**src/include/acr_pkg.sv**
```systemverilog
// constants for the converter control and result block
// assumes an 8-bit special function register port with a page number for shared addresses
package acr_pkg;

    // register addresses and pages
    localparam logic [7:0] ADDR_CONFIG      = 8'hc3;
    localparam logic [7:0] ADDR_RESULT_LOW  = 8'hc3;
    localparam logic [7:0] ADDR_CONTROL     = 8'hc4;
    localparam logic [7:0] ADDR_RESULT_HIGH = 8'hc6;
    localparam logic [3:0] PAGE_CONFIG_0    = 4'h0;
    localparam logic [3:0] PAGE_CONFIG_1    = 4'h1;

    // reset values
    localparam logic [7:0] RESET_CONTROL  = 8'h00;
    localparam logic [7:0] RESET_CONFIG_0 = 8'h00;
    localparam logic [7:0] RESET_CONFIG_1 = 8'h00;
    localparam logic [11:0] RESET_RESULT  = 12'h000;

    // control register bits
    localparam int CTL_ON    = 7;
    localparam int CTL_WIN   = 6;
    localparam int CTL_CHS3  = 5;
    localparam int CTL_DONE  = 4;
    localparam int CTL_START = 3;

    // configuration 0 bits
    localparam int CF0_CKS_LSB = 5;
    localparam int CF0_RJ      = 4;
    localparam int CF0_AUX     = 3;
    localparam int CF0_SMP     = 2;

    // configuration 1 bits
    localparam int CF1_IGNORE = 7;
    localparam int CF1_WIEN   = 6;
    localparam int CF1_SIEN   = 5;

    // conversion clock select codes
    localparam logic [2:0] CKS_UART0_OVF  = 3'h6;
    localparam logic [2:0] CKS_TIMER2_OVF = 3'h7;

    // trigger mode codes
    localparam logic [1:0] TRIG_SOFTWARE = 2'h0;
    localparam logic [1:0] TRIG_TIMER0   = 2'h1;
    localparam logic [1:0] TRIG_FREE     = 2'h2;
    localparam logic [1:0] TRIG_UART0    = 2'h3;

    // auxiliary channel codes
    localparam logic [3:0] AUX_REFERENCE = 4'h0;
    localparam logic [3:0] AUX_GROUND    = 4'h1;

    // result range
    localparam logic [11:0] RESULT_MAX = 12'hfff;

    // enable settle time that software must wait before starting
    localparam int CLK_PERIOD_NS      = 10;
    localparam int ENABLE_SETTLE_NS   = 5000;
    localparam int ENABLE_SETTLE_CYC  = (ENABLE_SETTLE_NS + CLK_PERIOD_NS - 1) / CLK_PERIOD_NS;

    typedef enum logic {
        ST_IDLE,
        ST_CONVERT
    } acr_state_t;

endpackage

```
**src/logic/acr_adc_control.sv**
```systemverilog
// converter control, flags, channel decode, clock select, trigger and result registers
// assumes the analog core and trigger sources run on clk and give one-cycle pulses
`timescale 1ns/1ns

// Contract
// - window match sets bit 6 flag
// - window enable gates window flag request
// - completion sets done flag bit 4
// - start bit 3 cleared by hardware at completion
// - no start while start or done high
// - aux and channel bits decode input mux
// - channel bit 3 at 5, rest 2..0
// - clock select divides or uses overflows
// - left justify puts result at top
// - right justify puts result at bottom
// - unused result bits read zero
// - result is 12-bit unsigned code
// - sampling done sets configuration 0 bit 2
// - sample enable gates sample flag request
// - ignore bit blocks done flag request
// - trigger mode picks start source
// - signed offset added to each result
// - window mode selects inside or outside
// - extended trigger bits must be zero here
module acr_adc_control (
    input  wire logic        clk,
    input  wire logic        rst_n,
    input  wire logic [7:0]  sfrAddr,
    input  wire logic [3:0]  sfrPage,
    input  wire logic        sfrWr,
    input  wire logic [7:0]  sfrWrData,
    output logic      [7:0]  sfrRdData,
    input  wire logic        timer0Overflow,
    input  wire logic        uart0BaudOverflow,
    input  wire logic        timer2Overflow,
    input  wire logic [1:0]  triggerModeHigh,
    input  wire logic        windowModeSelect,
    input  wire logic [11:0] windowHighBound,
    input  wire logic [11:0] windowLowBound,
    input  wire logic        coreSampleDone,
    input  wire logic        coreConvDone,
    input  wire logic [11:0] coreResult,
    output logic             converterOn,
    output logic             coreStart,
    output logic             coreClkEn,
    output logic             analogInputValid,
    output logic      [3:0]  analogInputSelect,
    output logic             selectInternalReference,
    output logic             selectAnalogGround,
    output logic             converterIrq
);

    acr_pkg::acr_state_t stateQ, stateD;
    logic        onQ, onD, winQ, winD, doneQ, doneD, startQ, startD;
    logic [3:0]  chsQ, chsD;
    logic [2:0]  cksQ, cksD;
    logic        rjQ, rjD, auxQ, auxD, smpQ, smpD;
    logic [1:0]  tmQ, tmD;
    logic        ignoreQ, ignoreD, wienQ, wienD, sienQ, sienD;
    logic [4:0]  ofsQ, ofsD;
    logic [11:0] resultQ, resultD;
    logic [4:0]  divCntQ, divCntD;
    logic        ovfTogQ, ovfTogD;
    logic        clkEnQ, clkEnD, coreStartQ, coreStartD, irqQ, irqD;
    logic [7:0]  rdDataQ, rdDataD;
    logic        inValidQ, inValidD, refQ, refD, gndQ, gndD;
    logic [3:0]  inSelQ, inSelD;

    logic        wrCtl, wrCfg0, wrCfg1, canStart, trigger, endConv, winMatch;
    logic [13:0] sum;
    logic [11:0] corrected;
    logic [7:0]  resHigh, resLow;
    logic [4:0]  divMask;

    assign wrCtl  = sfrWr && (sfrAddr == acr_pkg::ADDR_CONTROL);
    assign wrCfg0 = sfrWr && (sfrAddr == acr_pkg::ADDR_CONFIG) && (sfrPage == acr_pkg::PAGE_CONFIG_0);
    assign wrCfg1 = sfrWr && (sfrAddr == acr_pkg::ADDR_CONFIG) && (sfrPage == acr_pkg::PAGE_CONFIG_1);
    assign endConv = (stateQ == acr_pkg::ST_CONVERT) && coreConvDone && onQ;

    assign canStart = onQ && !startQ && !doneQ && (stateQ == acr_pkg::ST_IDLE);

    always_comb begin
        trigger = 1'b0;
        if (triggerModeHigh == 2'b00) begin
            unique case (tmQ)
                acr_pkg::TRIG_SOFTWARE: trigger = wrCtl && sfrWrData[acr_pkg::CTL_START];
                acr_pkg::TRIG_TIMER0:   trigger = timer0Overflow;
                acr_pkg::TRIG_FREE:     trigger = 1'b1;
                acr_pkg::TRIG_UART0:    trigger = uart0BaudOverflow;
            endcase
        end
    end

    assign sum = 14'({2'b00, coreResult}) + {{9{ofsQ[4]}}, ofsQ};

    always_comb begin
        if (sum[13]) begin
            corrected = 12'h000;
        end else if (sum[12]) begin
            corrected = acr_pkg::RESULT_MAX;
        end else begin
            corrected = sum[11:0];
        end
    end

    assign winMatch = windowModeSelect ^
                      ((corrected >= windowLowBound) && (corrected <= windowHighBound));

    // left justify, right justify, zero fill
    assign resHigh = rjQ ? {4'h0, resultQ[11:8]} : resultQ[11:4];
    assign resLow  = rjQ ? resultQ[7:0] : {resultQ[3:0], 4'h0};

    always_comb begin
        onD      = onQ;
        chsD     = chsQ;
        winD     = winQ;
        doneD    = doneQ;
        startD   = startQ;
        stateD   = stateQ;
        resultD  = resultQ;
        coreStartD = 1'b0;
        if (wrCtl) begin
            onD  = sfrWrData[acr_pkg::CTL_ON];
            chsD = {sfrWrData[acr_pkg::CTL_CHS3], sfrWrData[2:0]};
            if (!sfrWrData[acr_pkg::CTL_WIN]) begin
                winD = 1'b0;
            end
            if (!sfrWrData[acr_pkg::CTL_DONE]) begin
                doneD = 1'b0;
            end
        end
        unique case (stateQ)
            acr_pkg::ST_IDLE: begin
                if (canStart && trigger) begin
                    startD     = 1'b1;
                    coreStartD = 1'b1;
                    stateD     = acr_pkg::ST_CONVERT;
                end
            end
            acr_pkg::ST_CONVERT: begin
                if (!onQ) begin
                    startD = 1'b0;
                    stateD = acr_pkg::ST_IDLE;
                end else if (coreConvDone) begin
                    startD  = 1'b0;
                    doneD   = 1'b1;
                    resultD = corrected;
                    if (winMatch) begin
                        winD = 1'b1;
                    end
                    stateD = acr_pkg::ST_IDLE;
                end
            end
        endcase
    end

    always_ff @(posedge clk or negedge rst_n) begin
        if (!rst_n) begin
            onQ        <= acr_pkg::RESET_CONTROL[acr_pkg::CTL_ON];
            winQ       <= acr_pkg::RESET_CONTROL[acr_pkg::CTL_WIN];
            doneQ      <= acr_pkg::RESET_CONTROL[acr_pkg::CTL_DONE];
            startQ     <= acr_pkg::RESET_CONTROL[acr_pkg::CTL_START];
            chsQ       <= 4'h0;
            stateQ     <= acr_pkg::ST_IDLE;
            resultQ    <= acr_pkg::RESET_RESULT;
            coreStartQ <= 1'b0;
        end else begin
            onQ        <= onD;
            winQ       <= winD;
            doneQ      <= doneD;
            startQ     <= startD;
            chsQ       <= chsD;
            stateQ     <= stateD;
            resultQ    <= resultD;
            coreStartQ <= coreStartD;
        end
    end

    // configuration registers
    always_comb begin
        cksD    = cksQ;
        rjD     = rjQ;
        auxD    = auxQ;
        smpD    = smpQ;
        tmD     = tmQ;
        ignoreD = ignoreQ;
        wienD   = wienQ;
        sienD   = sienQ;
        ofsD    = ofsQ;
        if (wrCfg0) begin
            cksD = sfrWrData[acr_pkg::CF0_CKS_LSB +: 3];
            rjD  = sfrWrData[acr_pkg::CF0_RJ];
            auxD = sfrWrData[acr_pkg::CF0_AUX];
            tmD  = sfrWrData[1:0];
            if (!sfrWrData[acr_pkg::CF0_SMP]) begin
                smpD = 1'b0;
            end
        end
        if (coreSampleDone && onQ) begin
            smpD = 1'b1;
        end
        if (wrCfg1) begin
            ignoreD = sfrWrData[acr_pkg::CF1_IGNORE];
            wienD   = sfrWrData[acr_pkg::CF1_WIEN];
            sienD   = sfrWrData[acr_pkg::CF1_SIEN];
            ofsD    = sfrWrData[4:0];
        end
    end

    always_ff @(posedge clk or negedge rst_n) begin
        if (!rst_n) begin
            cksQ    <= acr_pkg::RESET_CONFIG_0[acr_pkg::CF0_CKS_LSB +: 3];
            rjQ     <= acr_pkg::RESET_CONFIG_0[acr_pkg::CF0_RJ];
            auxQ    <= acr_pkg::RESET_CONFIG_0[acr_pkg::CF0_AUX];
            smpQ    <= acr_pkg::RESET_CONFIG_0[acr_pkg::CF0_SMP];
            tmQ     <= acr_pkg::RESET_CONFIG_0[1:0];
            ignoreQ <= acr_pkg::RESET_CONFIG_1[acr_pkg::CF1_IGNORE];
            wienQ   <= acr_pkg::RESET_CONFIG_1[acr_pkg::CF1_WIEN];
            sienQ   <= acr_pkg::RESET_CONFIG_1[acr_pkg::CF1_SIEN];
            ofsQ    <= acr_pkg::RESET_CONFIG_1[4:0];
        end else begin
            cksQ    <= cksD;
            rjQ     <= rjD;
            auxQ    <= auxD;
            smpQ    <= smpD;
            tmQ     <= tmD;
            ignoreQ <= ignoreD;
            wienQ   <= wienD;
            sienQ   <= sienD;
            ofsQ    <= ofsD;
        end
    end

    // conversion clock enable; divider idles while off to save toggling
    assign divMask = 5'((6'h01 << cksQ) - 6'h01);
    always_comb begin
        divCntD = onQ ? divCntQ + 5'h01 : 5'h00;
        ovfTogD = ovfTogQ;
        clkEnD  = 1'b0;
        if (onQ) begin
            if (cksQ == acr_pkg::CKS_UART0_OVF) begin
                ovfTogD = ovfTogQ ^ uart0BaudOverflow;
                clkEnD  = uart0BaudOverflow && ovfTogQ;
            end else if (cksQ == acr_pkg::CKS_TIMER2_OVF) begin
                ovfTogD = ovfTogQ ^ timer2Overflow;
                clkEnD  = timer2Overflow && ovfTogQ;
            end else begin
                clkEnD  = (divCntQ & divMask) == divMask;
            end
        end
    end

    // input mux decode, reserved codes select nothing
    always_comb begin
        inValidD = 1'b0;
        inSelD   = chsQ;
        refD     = 1'b0;
        gndD     = 1'b0;
        if (!auxQ) begin
            inValidD = 1'b1;
        end else begin
            refD = chsQ == acr_pkg::AUX_REFERENCE;
            gndD = chsQ == acr_pkg::AUX_GROUND;
        end
    end

    assign irqD = (doneQ && !ignoreQ) || (winQ && wienQ) || (smpQ && sienQ);

    always_comb begin
        rdDataD = 8'h00;
        if (sfrAddr == acr_pkg::ADDR_CONTROL) begin
            rdDataD = {onQ, winQ, chsQ[3], doneQ, startQ, chsQ[2:0]};
        end else if (sfrAddr == acr_pkg::ADDR_CONFIG) begin
            if (sfrPage == acr_pkg::PAGE_CONFIG_0) begin
                rdDataD = {cksQ, rjQ, auxQ, smpQ, tmQ};
            end else if (sfrPage == acr_pkg::PAGE_CONFIG_1) begin
                rdDataD = {ignoreQ, wienQ, sienQ, ofsQ};
            end else begin
                rdDataD = resLow;
            end
        end else if (sfrAddr == acr_pkg::ADDR_RESULT_HIGH) begin
            rdDataD = resHigh;
        end
    end

    always_ff @(posedge clk or negedge rst_n) begin
        if (!rst_n) begin
            divCntQ  <= 5'h00;
            ovfTogQ  <= 1'b0;
            clkEnQ   <= 1'b0;
            inValidQ <= 1'b0;
            inSelQ   <= 4'h0;
            refQ     <= 1'b0;
            gndQ     <= 1'b0;
            irqQ     <= 1'b0;
            rdDataQ  <= 8'h00;
        end else begin
            divCntQ  <= divCntD;
            ovfTogQ  <= ovfTogD;
            clkEnQ   <= clkEnD;
            inValidQ <= inValidD;
            inSelQ   <= inSelD;
            refQ     <= refD;
            gndQ     <= gndD;
            irqQ     <= irqD;
            rdDataQ  <= rdDataD;
        end
    end

    assign sfrRdData               = rdDataQ;
    assign converterOn             = onQ;
    assign coreStart               = coreStartQ;
    assign coreClkEn               = clkEnQ;
    assign analogInputValid        = inValidQ;
    assign analogInputSelect       = inSelQ;
    assign selectInternalReference = refQ;
    assign selectAnalogGround      = gndQ;
    assign converterIrq            = irqQ;
endmodule // acr_adc_control

```
**config.mk**
```make
export PLATFORM = sky130hd
export DESIGN_NAME = acr_adc_control
export DESIGN_NICKNAME = d
export VERILOG_FILES = /design/src/include/acr_pkg.sv /design/src/logic/acr_adc_control.sv
export SDC_FILE = /design/constraint.sdc
export NUM_CORES = 1
export LEC_CHECK = 0
export BUFFER_PORTS_ARGS = -buffer_cell sky130_fd_sc_hd__buf_4
export CAP_MARGIN = 20
export CORE_MARGIN = 4
export CORE_UTILIZATION = 45
export DETAILED_ROUTE_END_ITERATION = 10
export GPL_ROUTABILITY_DRIVEN = 0
export PLACE_DENSITY_LB_ADDON = 0.05
export SETUP_SLACK_MARGIN = 0.05
export SLEW_MARGIN = 25
export SYNTH_ARGS = -nofsm -noshare
export SYNTH_HDL_FRONTEND = slang
export SYNTH_SLANG_ARGS = --single-unit
```
**constraint.sdc**
```tcl
create_clock -name clk -period 8.22 [get_ports clk]
set_input_delay 0.822 -clock clk [delete_from_list [all_inputs] [get_ports clk]]
set_output_delay 0.822 -clock clk [all_outputs]
set_load 0.005 [all_outputs]
```
==> impl_metrics.yaml <==
outcome:
  outcome: "finished, final reports clean"
power_and_ir_drop:
  p_int_mw: 0.471
  total_power_mw: 0.656
  ir_drop_v: 0.0000629
  p_comb_share_pct: 15.0
  p_leak_nw: 2.48
  p_sw_share_pct: 28.1
  p_per_area_mw_per_mm2: 133
  clockPowerShare_pct: 37.0
  sequentialPowerShare_pct: 48.0
  p_switching_mw: 0.185
finish:
  num-nets-final: 614
  stdcell_area_mm2: 0.00492
  drive_above_1_share_pct: 24.8
  final_core_util_pct: 56.4
  syn_to_final_growth_pct: 21.8
  diodes: 0
grt:
  grt_pass1_vias: 3381
  grt_max_degree: 62
  grt_overflow: 0
  grtUsageTotal_pct: 19.9
  grt_pass1_wl_um: 16400
  antenna_found_initial: 0
critical_path:
  cp_data_arrival_time_ns: 4.87
  r2r_start: "ofsQ[4]$_DFFE_PN0P_"
  slowest_stage: "o41ai_1"
  crit_path_max_fanout: 12
  critPathCaptureType: "register"
  cpLargestDelayFamily: "compound AO/OA/AOI/OAI gates"
  cp.required_ns: 8.41
  crit_buf_inv: 1
  cp-start-kind: "input port"
  max_stage_delay_ns: 0.46
  rr_worst_depth: 15
  critPathKind: "input port to register"
  crit_start: "coreResult[0]"
  crit_chain: "buf_4, ha_1, fa_1, a21o_1, nand3_1, a31oi_1, o41ai_1, xnor2_1, nor3_1, nor2_1, ha_1, a21oi_1, o21ai_0, a2111oi_0, a21oi_1, a211oi_1, xnor2_1, o21ai_0"
  cp.depth: 18
timing:
  hold_violations: 0
  maxSlewViolCount: 0
  min_period_ns: 4.68
  post-route-period-util_pct: 57.0
  fmax_mhz: 214
  finalSetupViolCount: 0
  worst_slack_ns: 3.54
  rsz0062_at_grt: "no"
  tns_ns: 0
  maxSlewHeadroom_pct: 39.8
  worst_clock_skew_ns: 0.00916
  worst_pin_slew_ns: 0.896
place:
  hpwl_um: 7910
  port_buffers: 85
  place_ws_ns: 3.21
  place_area_mm2: 0.00474
yosys:
  yosys-top-cells-count: "dfrtp_1, ha_1, nor2_1, inv_1, nand2_1"
  synth_area_leaders: "dfrtp_1, ha_1, mux2_2"
  syn-num-nets: 531
  syn-mean-instance-area_um2: 9.52
  synthArstFlopShare_pct: 100
  synth_cell_types: 55
  synth_area_mm2: 0.00404
  ys_ff_latch: 61
  synth.most_common_cell: "dfrtp_1"
  yosys_most_used_dff: "dfrtp_1"
  ys_warn_count: 0
  yosys.area.top_type: "dfrtp_1"
  synth_top_area_share_pct: 37.8
  seq_area_frac_synth_pct: 37.8
  synth_edf_count: 0
  syn-instance-count: 424
drt:
  wl_per_cell_um: 16.0
  ant_nets: 0
  initialDrtViolationCount: 117
  drt_wl_total_um: 9950
  vias: 3424
  drtPass1Iterations: 4
  viasPerCell: 5.52
  drc: 0
floorplanning:
  dieArea_mm2: 0.0106
  die_h_um: 103
  core_mm2: 0.00872
  io_pins: 86
  start_util_pct: 46.3
  placementRows: 34
  die_width_um: 103
cts:
  clock-sinks: 61
  path_clk_slew_ns: 0.08
  cts-resized-gates: 0
  htreeDepth: 3
  insertion_delay_ns: 0.33
  cts_made_buffers: 9
  cts_tree: "built"
  clockRootBuffer: "clkbuf_8"
  post_cts_buffers: 0
  postCtsHoldBufs: 0
  clockBufferDepth: 2
worst_hold_path:
  hold_path.class: "register to register"
  holdPathStages: 0
  worstHoldStart: "chsQ[1]$_DFFE_PN0P_"
run:
  cap_violations: 0
[cells in the final DEF (no fill, tap or decap), types with 2 or more instances in the layout]
master	instances
mux2_2	18
nand3_1	9
a211o_1	2
mux2_4	4
mux2i_1	12
or3_1	7
nor2b_1	5
a31oi_1	5
nand2_1	32
a211oi_1	9
clkinvlp_4	3
o41ai_1	2
and2_1	3
xor2_1	5
a21o_1	8
o211a_1	4
a21oi_1	19
nor2_1	38
a221o_1	5
nor3_1	10
clkbuf_8	9
o21ai_0	23
nor3b_1	2
o21bai_1	2
buf_4	85
xnor2_1	9
inv_1	33
ha_1	39
nand2b_1	2
o21ai_1	5
dfrtp_1	61
inv_6	3
nand4_1	6
o211ai_1	4
o22ai_1	5
nor4_1	3
[final timing paths]
path	to	slack, ns
max	winQ$_DFF_PN0_	3.54
min	analogInputSelect[1]$_DFF_PN0_	0.43
max reg2reg	winQ$_DFF_PN0_	3.71
min reg2reg	analogInputSelect[1]$_DFF_PN0_	0.43
max in group asynchronous	rjQ$_DFFE_PN0P_	7.14
min in group asynchronous	analogInputSelect[2]$_DFF_PN0_	0.56
[kinds of logic (layout without fill, tap and decap cells)]
kind of cell | count (synthesis) | in the layout | synth area share, %
simple gates | 124 | 124 | 14.9
compound gates | 105 | 105 | 17.3
flops | 61 | 61 | 37.8
buf+inv | 46 | 134 | 4.86
fa+ha+maj | 40 | 40 | 12.6
mux | 34 | 34 | 9.48
xor+xnor | 14 | 14 | 3.04
[layer usage]
metal / global-route usage, % / part of all wire [%]
met2: 33.3 / 49
met4: 6.46 / 0.78
met1: 26.5 / 45
met3: 2.84 / 4.4
met5: 0 / 0
[per-stage QoR]
| step | instances | hold WS (ns) |
|---|---|---|
| after floorplan | 424 | 0.384 |
| after global placement | 604 | 0.416 |
| after detailed placement | 604 | 0.419 |
| after CTS | 620 | 0.438 |
| after global routing | 620 | 0.465 |
| final | 620 | 0.434 |
[power by group through the flow]
stage                     sequential, mW  clock [mW]  combinational [mW]
after floorplan                    0.319           0              0.0494
after global placement             0.321           0              0.0968
after detailed placement           0.321           0              0.0991
after CTS                          0.315       0.249              0.0997
after global routing               0.316       0.264               0.111
final                              0.315       0.243              0.0983
[state kept, by name, summed over array words and instances (netlist names), 2 cells and up]
name	flops
tmQ	2
analogInputSelect	4
ofsQ	5
divCntQ	5
cksQ	3
chsQ	4
sfrRdData	8
resultQ	12
[cell type report]
| class | instances | area [um^2] |
|---|---|---|
| fill | 805 | 3800 |
| multi-input combinational | 317 | 2310 |
| sequential | 61 | 1530 |
| timing repair buffer | 85 | 638 |
| tap | 108 | 135 |
| clock buffer | 9 | 124 |
| inverter | 33 | 124 |
| clock inverter | 7 | 57.6 |
No activity file was read; power rests on OpenSTA's default activity.
